### src/include/can_swf_defs.vh
// Register map, field positions, reset values and timing counts of the wake filter
`ifndef CAN_SWF_DEFS_VH
`define CAN_SWF_DEFS_VH
`define A_CTRL    7'h20
`define A_STAT    7'h22
`define A_RATE    7'h26
`define A_ID0     7'h27
`define A_ID1     7'h28
`define A_ID2     7'h29
`define A_ID3     7'h2A
`define A_MSK0    7'h2B
`define A_MSK1    7'h2C
`define A_MSK2    7'h2D
`define A_MSK3    7'h2E
`define A_FCTL    7'h2F
`define A_DM_HI   4'hD
`define C_FD      6
`define C_CFG     5
`define C_SEL     4
`define F_IDE     7
`define F_DATA_FILTER_EN    6
`define CTRL_RST  8'h00
`define FCTL_RST  8'h40
`define RATE_RST  3'h5
`define DM_RST    8'hFF
`define ID_RST    29'h0000_0000
`define ERR_MAX   6'h1F
`define ERR_OVF   6'h20
`define CRC_POLY  15'h4599
`define CLK_NS    8
`define BT50_NS   20000
`define BT100_NS  10000
`define BT125_NS  8000
`define BT250_NS  4000
`define BT500_NS  2000
`define BT1M_NS   1000
`define CYC50     (`BT50_NS / `CLK_NS)
`define CYC100    (`BT100_NS / `CLK_NS)
`define CYC125    (`BT125_NS / `CLK_NS)
`define CYC250    (`BT250_NS / `CLK_NS)
`define CYC500    (`BT500_NS / `CLK_NS)
`define CYC1M     (`BT1M_NS / `CLK_NS)
`define IDLE_BITS 4'hA
`endif

### src/hdl/can_selective_wake_filter.v
// Selective wake filter: serial register port, frame decoder and wake logic
// Overview of operation
// - Control bit 6 enables flexible-rate frame tolerance
// - Control bit 5 marks filter configuration valid
// - Control bit 4 enables selective frame wake-up
// - Mode bits 1:0 select offline/active/listen
// - Status bit 7 shows active mode
// - Status bit 6: overflow or invalid configuration
// - Status bit 5 mirrors configuration valid
// - Status bit 4 shows oscillator at frequency
// - Status bit 3 shows bus silence timeout
// - Status bit 1 supply low, mode 01 only
// - Status bit 0 shows transmit timeout
// - Monitor frames only when offline and all enabled
// - Extension select picks 11 or 29 bit
// - Mask bit one makes identifier bit don't-care
// - Nonzero length needs a masked data one
// - Single byte compares against last data mask
// - Zero lengths both wake regardless of data masks
// - Length mismatch ignores data, no wake
// - Filter off: identifier and good CRC wake
// - Filter on: id, no remote, length, data, CRC
// - Error counter over 31 sets flag, wakes
// - Filter register writes clear configuration valid
// - Without selective wake, standard pattern wakes
// - Six bus bit rates supported
// - Rate field codes, reserved codes pick 500k
// - Tolerated flexible frames decrement, never wake
`include "can_swf_defs.vh"
module can_selective_wake_filter #(
	parameter [16:0] SILENCE_CYC = 17'h1_E848
) (
	input  wire mclk,
	input  wire rst_b,
	input  wire ce,
	input  wire spi_sck,
	input  wire spi_sdi,
	input  wire spi_cs_b,
	output reg  spi_sdo,
	output reg  spi_sdo_oe,
	input  wire can_rx,
	input  wire normal_mode,
	input  wire bus_wake_en,
	input  wire supply_low,
	input  wire osc_locked,
	input  wire tx_timeout,
	input  wire bias_on,
	input  wire std_wake_pattern,
	input  wire wake_clr,
	output reg  bus_wake_flag,
	output reg  frame_error_overflow,
	output reg  active_mode
);
	localparam S_IDLE  = 3'h0;
	localparam S_READY = 3'h1;
	localparam S_HDR   = 3'h2;
	localparam S_DATA  = 3'h3;
	localparam S_CRC   = 3'h4;
	localparam S_DEL   = 3'h5;
	localparam [7:0] CTRL_RV = `CTRL_RST;
	localparam [7:0] FCTL_RV = `FCTL_RST;

	function [3:0] nbytes;
		input [3:0] d;
		begin
			nbytes = d[3] ? 4'h8 : d;
		end
	endfunction

	reg         fd_tolerance_en_reg;
	reg         filter_config_valid_reg;
	reg         selective_wake_en_reg;
	reg  [1:0]  transceiver_mode_sel_reg;
	reg  [2:0]  bit_rate_sel_reg;
	reg  [28:0] id_reg;
	reg  [28:0] mask_reg;
	reg         id_extended_select_reg;
	reg         data_filter_en_reg;
	reg  [3:0]  data_length_setting_reg;
	reg  [16:0] sil_cnt_reg;

	// Serial port: every pin passes three flops, a level counts once the last two agree
	reg  [2:0]  sck_s_reg;
	reg  [2:0]  sdi_s_reg;
	reg  [2:0]  cs_s_reg;
	reg         sck_f_reg;
	reg         sdi_f_reg;
	reg         cs_f_reg;
	reg  [3:0]  sbit_reg;
	reg  [7:0]  sin_reg;
	reg  [6:0]  saddr_reg;
	reg         srd_reg;
	reg  [7:0]  sout_reg;
	reg  [7:0]  rdv;
	wire        sck_ok   = (sck_s_reg[1] == sck_s_reg[2]);
	wire        sck_rise = sck_ok && sck_s_reg[2] && !sck_f_reg && !cs_f_reg;
	wire        sck_fall = sck_ok && !sck_s_reg[2] && sck_f_reg && !cs_f_reg;
	wire [7:0]  sin_nx   = {sin_reg[6:0], sdi_f_reg};
	wire [6:0]  rd_addr  = sin_nx[7:1];
	wire        wr_go    = sck_rise && sbit_reg == 4'hF && !srd_reg;
	wire        dm_we    = wr_go && saddr_reg[6:3] == `A_DM_HI;
	wire [7:0]  dm_rd_a;
	wire [7:0]  dm_rd_b;

	// Frame decoder
	reg  [2:0]  st_reg;
	reg  [5:0]  cnt_reg;
	reg  [39:0] sh_reg;
	reg  [14:0] crc_reg;
	reg         ide_reg;
	reg         rtr_reg;
	reg  [3:0]  rdlc_reg;
	reg  [3:0]  rn_reg;
	reg         idm_reg;
	reg         dmatch_reg;
	reg         crc_ok_reg;
	reg  [5:0]  ecnt_reg;
	reg         wake_hit_reg;
	reg         mon_q_reg;
	wire        bit_vld;
	wire        bval;
	wire        stuff_err;
	wire        bus_idle;
	wire        rx_edge;
	wire        offline  = !normal_mode || transceiver_mode_sel_reg == 2'b00;
	wire        pn_on    = selective_wake_en_reg && filter_config_valid_reg;
	wire        pn_mon   = offline && bus_wake_en && pn_on;
	// A stuff bit may follow the last crc bit, so the delimiter slot is still destuffed
	wire        stuff_en = (st_reg >= S_HDR) && (st_reg <= S_DEL);
	wire [39:0] sh_nx    = {sh_reg[38:0], bval};
	wire [14:0] crc_nx   = {crc_reg[13:0], 1'b0} ^ ((crc_reg[14] ^ bval) ? `CRC_POLY : 15'h0000);
	wire        hdr_last = ide_reg ? (cnt_reg == 6'h26) : (cnt_reg == 6'h12);
	wire [28:0] rx_id    = ide_reg ? {sh_nx[37:27], sh_nx[24:7]} : {sh_nx[17:7], 18'h0_0000};
	wire [28:0] cmp_m    = ide_reg ? ~mask_reg : {~mask_reg[28:18], 18'h0_0000};
	wire        fdf      = ide_reg ? sh_nx[5] : sh_nx[4];
	wire [3:0]  rx_n     = sh_nx[6] ? 4'h0 : nbytes(sh_nx[3:0]);
	wire [3:0]  cfg_n    = nbytes(data_length_setting_reg);
	wire [3:0]  ma       = 4'h8 - cfg_n + {1'b0, cnt_reg[5:3]};
	wire [2:0]  rn_m1    = rn_reg[2:0] - 3'h1;
	wire        err_in   = stuff_en && stuff_err;
	wire        len_ok   = !rtr_reg && rn_reg == cfg_n && nbytes(rdlc_reg) == cfg_n;
	wire        frm_wake = idm_reg && (!data_filter_en_reg ||
		(len_ok && (cfg_n == 4'h0 || dmatch_reg)));

	can_bit_sampler u_samp (
		.mclk      (mclk),
		.rst_b     (rst_b),
		.ce        (ce),
		.rx_pin    (can_rx),
		.rate_sel  (bit_rate_sel_reg),
		.stuff_en  (stuff_en),
		.bit_vld   (bit_vld),
		.bit_val   (bval),
		.stuff_err (stuff_err),
		.bus_idle  (bus_idle),
		.rx_edge   (rx_edge)
	);

	can_dmask_mem u_dm (
		.mclk  (mclk),
		.rst_b (rst_b),
		.ce    (ce),
		.we    (dm_we),
		.waddr (saddr_reg[2:0]),
		.wdata (sin_nx),
		.ra_a  (ma[2:0]),
		.rd_a  (dm_rd_a),
		.ra_b  (sin_reg[2:0]),
		.rd_b  (dm_rd_b)
	);

	always @* begin
		rdv = 8'h00;
		case (rd_addr)
		`A_CTRL: rdv = {1'b0, fd_tolerance_en_reg, filter_config_valid_reg,
			selective_wake_en_reg, 2'b00, transceiver_mode_sel_reg};
		`A_STAT: rdv = {active_mode,
			frame_error_overflow || !filter_config_valid_reg,
			filter_config_valid_reg,
			osc_locked,
			sil_cnt_reg == SILENCE_CYC,
			1'b0,
			supply_low && transceiver_mode_sel_reg == 2'b01,
			tx_timeout};
		`A_RATE: rdv = {5'h00, bit_rate_sel_reg};
		`A_ID0:  rdv = id_reg[7:0];
		`A_ID1:  rdv = id_reg[15:8];
		`A_ID2:  rdv = id_reg[23:16];
		`A_ID3:  rdv = {3'h0, id_reg[28:24]};
		`A_MSK0: rdv = mask_reg[7:0];
		`A_MSK1: rdv = mask_reg[15:8];
		`A_MSK2: rdv = mask_reg[23:16];
		`A_MSK3: rdv = {3'h0, mask_reg[28:24]};
		`A_FCTL: rdv = {id_extended_select_reg, data_filter_en_reg, 2'b00,
			data_length_setting_reg};
		default: rdv = (rd_addr[6:3] == `A_DM_HI) ? dm_rd_b : 8'h00;
		endcase
	end

	always @(posedge mclk or negedge rst_b) begin
		if (!rst_b) begin
			sck_s_reg  <= 3'h0;
			sdi_s_reg  <= 3'h0;
			cs_s_reg   <= 3'h7;
			sck_f_reg  <= 1'b0;
			sdi_f_reg  <= 1'b0;
			cs_f_reg   <= 1'b1;
			sbit_reg   <= 4'h0;
			sin_reg    <= 8'h00;
			saddr_reg  <= 7'h00;
			srd_reg    <= 1'b1;
			sout_reg   <= 8'h00;
			spi_sdo    <= 1'b0;
			spi_sdo_oe <= 1'b0;
		end else if (ce) begin
			sck_s_reg  <= {sck_s_reg[1:0], spi_sck};
			sdi_s_reg  <= {sdi_s_reg[1:0], spi_sdi};
			cs_s_reg   <= {cs_s_reg[1:0], spi_cs_b};
			if (sck_ok)
				sck_f_reg <= sck_s_reg[2];
			if (sdi_s_reg[1] == sdi_s_reg[2])
				sdi_f_reg <= sdi_s_reg[2];
			if (cs_s_reg[1] == cs_s_reg[2])
				cs_f_reg <= cs_s_reg[2];
			spi_sdo_oe <= !cs_f_reg;
			if (cs_f_reg) begin
				sbit_reg <= 4'h0;
				sout_reg <= 8'h00;
				spi_sdo  <= 1'b0;
			end else if (sck_rise) begin
				sin_reg  <= sin_nx;
				sbit_reg <= sbit_reg + 4'h1;
				if (sbit_reg == 4'h7) begin
					saddr_reg <= rd_addr;
					srd_reg   <= sin_nx[0];
					sout_reg  <= rdv;
				end
			end else if (sck_fall) begin
				spi_sdo  <= sout_reg[7];
				sout_reg <= {sout_reg[6:0], 1'b0};
			end
		end
	end

	always @(posedge mclk or negedge rst_b) begin
		if (!rst_b) begin
			fd_tolerance_en_reg      <= CTRL_RV[`C_FD];
			filter_config_valid_reg  <= CTRL_RV[`C_CFG];
			selective_wake_en_reg    <= CTRL_RV[`C_SEL];
			transceiver_mode_sel_reg <= CTRL_RV[1:0];
			bit_rate_sel_reg         <= `RATE_RST;
			id_reg                   <= `ID_RST;
			mask_reg                 <= `ID_RST;
			id_extended_select_reg   <= FCTL_RV[`F_IDE];
			data_filter_en_reg       <= FCTL_RV[`F_DATA_FILTER_EN];
			data_length_setting_reg  <= FCTL_RV[3:0];
		end else if (ce && wr_go) begin
			if ((saddr_reg >= `A_RATE && saddr_reg <= `A_FCTL) || saddr_reg[6:3] == `A_DM_HI)
				filter_config_valid_reg <= 1'b0;
			case (saddr_reg)
			`A_CTRL: begin
				fd_tolerance_en_reg      <= sin_nx[`C_FD];
				filter_config_valid_reg  <= sin_nx[`C_CFG];
				selective_wake_en_reg    <= sin_nx[`C_SEL];
				transceiver_mode_sel_reg <= sin_nx[1:0];
			end
			`A_RATE: bit_rate_sel_reg <= sin_nx[2:0];
			`A_ID0:  id_reg[7:0]      <= sin_nx;
			`A_ID1:  id_reg[15:8]     <= sin_nx;
			`A_ID2:  id_reg[23:16]    <= sin_nx;
			`A_ID3:  id_reg[28:24]    <= sin_nx[4:0];
			`A_MSK0: mask_reg[7:0]    <= sin_nx;
			`A_MSK1: mask_reg[15:8]   <= sin_nx;
			`A_MSK2: mask_reg[23:16]  <= sin_nx;
			`A_MSK3: mask_reg[28:24]  <= sin_nx[4:0];
			`A_FCTL: begin
				id_extended_select_reg  <= sin_nx[`F_IDE];
				data_filter_en_reg      <= sin_nx[`F_DATA_FILTER_EN];
				data_length_setting_reg <= sin_nx[3:0];
			end
			default: ;
			endcase
		end
	end

	// Active needs the supply up to enter; code 01 also drops out on undervoltage
	always @(posedge mclk or negedge rst_b) begin
		if (!rst_b) begin
			active_mode <= 1'b0;
			sil_cnt_reg <= 17'h0_0000;
		end else if (ce) begin
			active_mode <= normal_mode && !tx_timeout &&
				(transceiver_mode_sel_reg == 2'b01 || transceiver_mode_sel_reg == 2'b10) &&
				(!supply_low || (active_mode && transceiver_mode_sel_reg == 2'b10));
			if (rx_edge)
				sil_cnt_reg <= 17'h0_0000;
			else if (sil_cnt_reg != SILENCE_CYC)
				sil_cnt_reg <= sil_cnt_reg + 17'h0_0001;
		end
	end

	always @(posedge mclk or negedge rst_b) begin
		if (!rst_b) begin
			st_reg               <= S_IDLE;
			cnt_reg              <= 6'h00;
			sh_reg               <= 40'h00_0000_0000;
			crc_reg              <= 15'h0000;
			ide_reg              <= 1'b0;
			rtr_reg              <= 1'b0;
			rdlc_reg             <= 4'h0;
			rn_reg               <= 4'h0;
			idm_reg              <= 1'b0;
			dmatch_reg           <= 1'b0;
			crc_ok_reg           <= 1'b0;
			ecnt_reg             <= 6'h00;
			frame_error_overflow <= 1'b0;
			wake_hit_reg         <= 1'b0;
			mon_q_reg            <= 1'b0;
		end else if (ce) begin
			wake_hit_reg <= 1'b0;
			mon_q_reg    <= pn_mon;
			if (!pn_mon) begin
				st_reg <= S_IDLE;
			end else if (err_in) begin
				st_reg <= S_IDLE;
				if (ecnt_reg == `ERR_MAX) begin
					frame_error_overflow <= 1'b1;
					wake_hit_reg         <= 1'b1;
				end
				if (ecnt_reg != `ERR_OVF)
					ecnt_reg <= ecnt_reg + 6'h01;
			end else begin
				case (st_reg)
				S_IDLE:  if (bus_idle) st_reg <= S_READY;
				S_READY: if (bit_vld && !bval) begin
					st_reg  <= S_HDR;
					cnt_reg <= 6'h01;
					crc_reg <= 15'h0000;
					sh_reg  <= 40'h00_0000_0000;
					ide_reg <= 1'b0;
				end
				S_HDR: if (bit_vld) begin
					sh_reg  <= sh_nx;
					crc_reg <= crc_nx;
					cnt_reg <= cnt_reg + 6'h01;
					if (cnt_reg == 6'h0D)
						ide_reg <= bval;
					if (hdr_last) begin
						cnt_reg    <= 6'h00;
						rtr_reg    <= sh_nx[6];
						rdlc_reg   <= sh_nx[3:0];
						rn_reg     <= rx_n;
						dmatch_reg <= 1'b0;
						idm_reg    <= ((rx_id ^ id_reg) & cmp_m) == 29'h0000_0000 &&
							ide_reg == id_extended_select_reg;
						if (fdf) begin
							st_reg <= S_IDLE;
							if (!fd_tolerance_en_reg) begin
								if (ecnt_reg == `ERR_MAX) begin
									frame_error_overflow <= 1'b1;
									wake_hit_reg         <= 1'b1;
								end
								if (ecnt_reg != `ERR_OVF)
									ecnt_reg <= ecnt_reg + 6'h01;
							end else if (ecnt_reg != 6'h00) begin
								ecnt_reg <= ecnt_reg - 6'h01;
							end
						end else begin
							st_reg <= (rx_n == 4'h0) ? S_CRC : S_DATA;
						end
					end
				end
				S_DATA: if (bit_vld) begin
					sh_reg  <= sh_nx;
					crc_reg <= crc_nx;
					cnt_reg <= cnt_reg + 6'h01;
					if (cnt_reg[2:0] == 3'h7 && (sh_nx[7:0] & dm_rd_a) != 8'h00)
						dmatch_reg <= 1'b1;
					if (cnt_reg[2:0] == 3'h7 && cnt_reg[5:3] == rn_m1) begin
						st_reg  <= S_CRC;
						cnt_reg <= 6'h00;
					end
				end
				S_CRC: if (bit_vld) begin
					crc_reg <= crc_nx;
					cnt_reg <= cnt_reg + 6'h01;
					if (cnt_reg == 6'h0E) begin
						st_reg     <= S_DEL;
						crc_ok_reg <= (crc_nx == 15'h0000);
					end
				end
				S_DEL: if (bit_vld) begin
					// Acknowledge and end of frame are not decoded; wait for idle instead
					st_reg <= S_IDLE;
					if (bval && crc_ok_reg) begin
						if (ecnt_reg != 6'h00)
							ecnt_reg <= ecnt_reg - 6'h01;
						wake_hit_reg <= frm_wake;
					end else begin
						if (ecnt_reg == `ERR_MAX) begin
							frame_error_overflow <= 1'b1;
							wake_hit_reg         <= 1'b1;
						end
						if (ecnt_reg != `ERR_OVF)
							ecnt_reg <= ecnt_reg + 6'h01;
					end
				end
				default: st_reg <= S_IDLE;
				endcase
			end
			if (pn_mon && !mon_q_reg && !bias_on) begin
				ecnt_reg             <= 6'h00;
				frame_error_overflow <= 1'b0;
			end
		end
	end

	// A new wake event wins over a clear arriving in the same cycle
	always @(posedge mclk or negedge rst_b) begin
		if (!rst_b)
			bus_wake_flag <= 1'b0;
		else if (ce) begin
			if ((wake_hit_reg && offline && bus_wake_en) ||
				(std_wake_pattern && offline && bus_wake_en && !pn_on))
				bus_wake_flag <= 1'b1;
			else if (wake_clr)
				bus_wake_flag <= 1'b0;
		end
	end
endmodule // can_selective_wake_filter

### src/hdl/can_dmask_mem.v
// Eight data mask bytes with one write port and two registered read ports
`include "can_swf_defs.vh"
module can_dmask_mem (
	input  wire       mclk,
	input  wire       rst_b,
	input  wire       ce,
	input  wire       we,
	input  wire [2:0] waddr,
	input  wire [7:0] wdata,
	input  wire [2:0] ra_a,
	output reg  [7:0] rd_a,
	input  wire [2:0] ra_b,
	output reg  [7:0] rd_b
);
	wire [63:0] flat;
	genvar i;
	generate
		for (i = 0; i < 8; i = i + 1) begin : g_ent
			reg [7:0] ent_reg;
			always @(posedge mclk or negedge rst_b) begin
				if (!rst_b)
					ent_reg <= `DM_RST;
				else if (ce && we && waddr == i)
					ent_reg <= wdata;
			end
			assign flat[i*8 +: 8] = ent_reg;
		end
	endgenerate
	always @(posedge mclk or negedge rst_b) begin
		if (!rst_b) begin
			rd_a <= 8'h00;
			rd_b <= 8'h00;
		end else if (ce) begin
			rd_a <= flat[ra_a*8 +: 8];
			rd_b <= flat[ra_b*8 +: 8];
		end
	end
endmodule // can_dmask_mem

### src/hdl/can_bit_sampler.v
// Bus input synchroniser, bit timing, destuffing and idle detection
`include "can_swf_defs.vh"
module can_bit_sampler (
	input  wire       mclk,
	input  wire       rst_b,
	input  wire       ce,
	input  wire       rx_pin,
	input  wire [2:0] rate_sel,
	input  wire       stuff_en,
	output reg        bit_vld,
	output reg        bit_val,
	output reg        stuff_err,
	output reg        bus_idle,
	output reg        rx_edge
);
	reg  [2:0]  sync_reg;
	reg         rx_reg;
	reg  [11:0] ph_reg;
	reg  [2:0]  run_reg;
	reg         last_reg;
	reg  [3:0]  idle_cnt_reg;
	reg  [31:0] per;
	wire [11:0] per12 = per[11:0];
	wire        chg   = (sync_reg[1] == sync_reg[2]) && (sync_reg[2] != rx_reg);
	wire        samp  = (ph_reg == {1'b0, per12[11:1]});

	always @* begin
		case (rate_sel)
		3'h0:    per = `CYC50;
		3'h1:    per = `CYC100;
		3'h2:    per = `CYC125;
		3'h3:    per = `CYC250;
		3'h7:    per = `CYC1M;
		default: per = `CYC500;
		endcase
	end

	always @(posedge mclk or negedge rst_b) begin
		if (!rst_b) begin
			sync_reg     <= 3'h7;
			rx_reg       <= 1'b1;
			ph_reg       <= 12'h000;
			run_reg      <= 3'h0;
			last_reg     <= 1'b1;
			idle_cnt_reg <= 4'h0;
			bit_vld      <= 1'b0;
			bit_val      <= 1'b1;
			stuff_err    <= 1'b0;
			bus_idle     <= 1'b0;
			rx_edge      <= 1'b0;
		end else if (ce) begin
			sync_reg  <= {sync_reg[1:0], rx_pin};
			bit_vld   <= 1'b0;
			stuff_err <= 1'b0;
			rx_edge   <= chg;
			if (chg)
				rx_reg <= sync_reg[2];
			// Hard sync on every falling edge keeps the sample point centred without a full resync
			if (chg && !sync_reg[2])
				ph_reg <= 12'h000;
			else if (ph_reg >= per12 - 12'h001)
				ph_reg <= 12'h000;
			else
				ph_reg <= ph_reg + 12'h001;
			if (samp) begin
				if (rx_reg) begin
					if (idle_cnt_reg != 4'hF)
						idle_cnt_reg <= idle_cnt_reg + 4'h1;
					if (idle_cnt_reg >= `IDLE_BITS)
						bus_idle <= 1'b1;
				end else begin
					idle_cnt_reg <= 4'h0;
				end
				if (!stuff_en) begin
					run_reg  <= 3'h1;
					last_reg <= rx_reg;
					bit_vld  <= 1'b1;
					bit_val  <= rx_reg;
					if (!rx_reg)
						bus_idle <= 1'b0;
				end else if (run_reg == 3'h5) begin
					stuff_err <= (rx_reg == last_reg);
					run_reg   <= 3'h1;
					last_reg  <= rx_reg;
				end else begin
					bit_vld  <= 1'b1;
					bit_val  <= rx_reg;
					run_reg  <= (rx_reg == last_reg) ? run_reg + 3'h1 : 3'h1;
					last_reg <= rx_reg;
				end
			end
		end
	end
endmodule // can_bit_sampler

### config.mk
export PLATFORM = sky130hd
export DESIGN_NAME = can_selective_wake_filter
export DESIGN_NICKNAME = d
export VERILOG_FILES = /design/src/hdl/can_selective_wake_filter.v /design/src/hdl/can_dmask_mem.v /design/src/hdl/can_bit_sampler.v
export VERILOG_INCLUDE_DIRS = /design/src /design/src/include
export SDC_FILE = /design/constraint.sdc
export NUM_CORES = 1
export LEC_CHECK = 0
export ABC_AREA = 1
export BUFFER_PORTS_ARGS = -buffer_cell sky130_fd_sc_hd__buf_2
export CAP_MARGIN = 25
export CORE_MARGIN = 8
export CORE_UTILIZATION = 40
export CTS_CLUSTER_DIAMETER = 40
export DETAILED_ROUTE_END_ITERATION = 10
export MAX_ROUTING_LAYER = met4
export PLACE_DENSITY = 0.63
export RECOVER_POWER = 100
export REMOVE_ABC_BUFFERS = 1
export SYNTH_ARGS = -nofsm -noshare
export SYNTH_HDL_FRONTEND = slang
export SYNTH_SLANG_ARGS = --single-unit
### constraint.sdc
create_clock -name mclk -period 7 [get_ports mclk]
set_clock_uncertainty 0.2 [all_clocks]
set_input_delay 0 -clock mclk [delete_from_list [all_inputs] [get_ports mclk]]
set_output_delay 0 -clock mclk [all_outputs]
set_load 0.1 [all_outputs]
==> flow_metrics.env <==
export IMPL_synth_simple_area_share_pct=24.8
export IMPL_drtAntennaViolNets=0
export IMPL_synth_compound_area_share_pct=16.2
export IMPL_finish_utilization_pct=47.0
export IMPL_ys_seq_elements=324
export IMPL_worstSetupPathType="reg2reg"
export IMPL_cts_clk_slew_worst_paths_ns=0.05
export IMPL_hold_viol_final=0
export IMPL_yosysTopAreaCellShare_pct=34.8
export IMPL_clock_path_buffers=3
export IMPL_num_antenna_cells=0
export IMPL_worstSkewPairLatency_ns=0.62
export IMPL_synthAdderAreaFrac_pct=2.66
export IMPL_synth_cells=2302
export IMPL_crit_chain="inv_1 -> ha_1 -> inv_1 -> nand2_1 -> nand4_1 -> dlygate4sd3_1 -> nor2_1 -> nand2_1 -> a211oi_4 -> clkbuf_1 -> o21ai_0"
export IMPL_maxSlewHeadroom_pct=-81.3
export IMPL_rsz0062_at_grt="no"
export IMPL_drt_wl_total_um=53500
export IMPL_yosysWarnings=0
export IMPL_netlist_area_mm2=0.0177
export IMPL_synth_avg_cell_area_um2=7.70
export IMPL_multi_input_area_mm2=0.00815
export IMPL_synthArstFlopShare_pct=100
export IMPL_wire_per_inst_um=18.0
export IMPL_synth_area_mux_share_pct=0.961
export IMPL_cap_violations=2
export IMPL_gp_congestion=0.982
export IMPL_grt_pass1_wl_um=86400
export IMPL_place_port_buffers=19
export IMPL_slowest_delay_ns=1.83
export IMPL_setup_viol=0
export IMPL_cpLargestDelayFamily="buffers and inverters"
export IMPL_worst_slew_pin_slew_ns=2.72
export IMPL_viasPerCell=5.40
export IMPL_die_area_mm2=0.0513
export IMPL_grt_overflow=0
export IMPL_p_per_area_mw_per_mm2=295
export IMPL_synth_area_leaders="dfrtp_1 (35%), nand2_1 (12%), dfstp_2 (12%)"
export IMPL_seqCellArea_mm2=0.00821
export IMPL_pin_count=20
export IMPL_largest_reg_flops=64
export IMPL_final_cells=2965
export IMPL_synth_xor_area_share_pct=1.63
export IMPL_track_usage_pct=21.7
export IMPL_worstPathArrival_ns=4.93
export IMPL_routed_via_count=16000
export IMPL_cts_tree="done"
export IMPL_crit_path_start_kind="flop"
export IMPL_clkSinkCount=324
export IMPL_antenna_found_initial=0
export IMPL_layout_commonest_cell="nand2_1"
export IMPL_syn_to_final_growth_pct=16.5
export IMPL_start_util_pct=40.3
export IMPL_met1Wirelength_um=24100
export IMPL_grt_max_degree=172
export IMPL_cpMaxStageDelayCell="clkbuf_1"
export IMPL_synth_cell_types=55
export IMPL_cts_max_level=2
export IMPL_worstSetupEndpointType="flop"
export IMPL_dpl_cell_count=2830
export IMPL_violations="capacitance limit, slew limit"
export IMPL_highest_layer="met4"
export IMPL_route_detailed_drc=0
export IMPL_die_h_um=226
export IMPL_critical_path_max_fanout=74
export IMPL_drt_iter0_drc=1589
export IMPL_finalWorstPathRequiredPeriod_ns=4.76
export IMPL_nFillCells=4356
export IMPL_nets=2376
export IMPL_fmax_ghz=0.210
export IMPL_numCtsBuffers=57
export IMPL_synth_top_family_by_area="simple AND/OR/NAND/NOR gates"
export IMPL_wl_met3_um=3220
export IMPL_die_w_um=226
export IMPL_dr_pass1_iters=6
export IMPL_seq_area_frac_synth_pct=46.3
export IMPL_slew_violations=133
export IMPL_wl_met2_um=24700
export IMPL_rows=77
export IMPL_drive_gt1_share_pct=9.10
export IMPL_leakage_nw=8.75
export IMPL_ir_drop_uv=192
export IMPL_grt_pass1_vias=15500
export IMPL_min_path_type="in2reg"
export IMPL_cts_root_buf="clkbuf_16"
export IMPL_path_buf_inv=4
export IMPL_fin_tns_setup_ns=0
export IMPL_hold_slack_ns=0.117
export IMPL_final_cell_mix="nand2_1 (580), o21ai_0 (334), dfrtp_1 (246)"
export IMPL_outcome="finished with violations"
export IMPL_core_mm2=0.0439
export IMPL_synth_top_cell_by_area="dfrtp_1"
export IMPL_critPathRequiredTime_ns=7.17
export IMPL_hpwlAfterDp_um=37200
export IMPL_synth_edf_count=0
export IMPL_period_share_pct=68.0
export IMPL_synth_ff_type="dfrtp_1"
export IMPL_post_cts_buffers=0
==> final timing paths <==
| check | start | endpoint | slack, ns | cells past startpoint |
|---|---|---|---|---|
| min in group asynchronous | rst_b | u_samp.bit_val$_DFFE_PN1P_ | 0.86 | 3 |
| max in group asynchronous | rst_b | sck_f_reg$_DFFE_PN0P_ | 4.71 | 4 |
| hold / removal | std_wake_pattern | bus_wake_flag$_DFFE_PN0P_ | 0.12 | 4 |
| setup / recovery | transceiver_mode_sel_reg[0]$_DFFE_PN0P_ | sh_reg[35]$_DFFE_PN0P_ | 2.24 | 11 |
| setup reg to reg | transceiver_mode_sel_reg[0]$_DFFE_PN0P_ | sh_reg[35]$_DFFE_PN0P_ | 2.24 | 11 |
| hold reg to reg | u_samp.sync_reg[0]$_DFFE_PN1P_ | u_samp.sync_reg[0]$_DFFE_PN1P_ | 0.26 | 2 |
==> where the power goes <==
| group | switching (mW) | internal [mW] |
|---|---|---|
| combinational | 0.654 | 0.210 |
| sequential | 0.173 | 2.01 |
| clock | 1.03 | 2.02 |
| total | 1.85 | 4.24 |
==> layer usage <==
metal  vias up  global-route usage (%)
met3       100                    3.45
met1      7676                    28.6
met2       513                    34.1
met5         -                       -
met4         0                    7.17
li1       7724                       -
==> cells in the mapped netlist, types with 3 or more instances <==
cell         n
nand2_1    580
o21ai_0    334
dfrtp_1    246
inv_1      243
nor2_1     169
nand3_1    160
clkbuf_1    81
dfstp_2     78
a21oi_1     71
nand4_1     46
ha_1        36
nor3_1      31
o22ai_1     23
o211ai_1    22
xor2_1      22
a22oi_1     19
mux2i_1     17
o2111ai_1   16
xnor2_1     11
buf_2        9
nand3b_1     8
a21boi_0     7
o31ai_1      7
or2_2        7
nor4_1       6
a31oi_1      5
buf_1        4
clkinv_1     4
a211oi_1     3
nor3b_1      3
o21a_1       3
==> timing repair <==
item,in CTS,in global routing
endpoints found under the hold margin,120,0
gates resized for setup,0,0
hold buffers,27,0
==> layout make-up <==
class	count	share of cell area, %
Sequential cell	324	39.8
Multi-Input combinational cell	1633	39.5
Clock buffer	69	7.62
Inverter	249	4.53
Tap cell	592	3.59
Clock inverter	39	2.71
Timing Repair Buffer	59	2.27
==> metrics by stage <==
step	power [mW]	worst slack, ns	area, um2
after global placement	3.03	3.76	18300
final	6.09	2.24	20600
after global routing	6.32	1.63	20600
after CTS	6.13	3.52	20700
after floorplan	2.65	1.47	17300
after detailed placement	3.05	3.81	18300
==> tightest hold or removal path, cell delays in order <==
cell and delay, ns:
buf_2 0.10, a21oi_1 0.13, o31ai_1 0.07, dlygate4sd3_1 0.56
==> logic make-up after synthesis <==
kind of cell    count (synthesis)
compound gates                517
xor+xnor                       33
fa+ha+maj                      37
buf+inv                       345
flops                         324
mux                            17
other cells                     1
simple gates                 1028
Note: power is estimated with default switching activity, not from simulation.
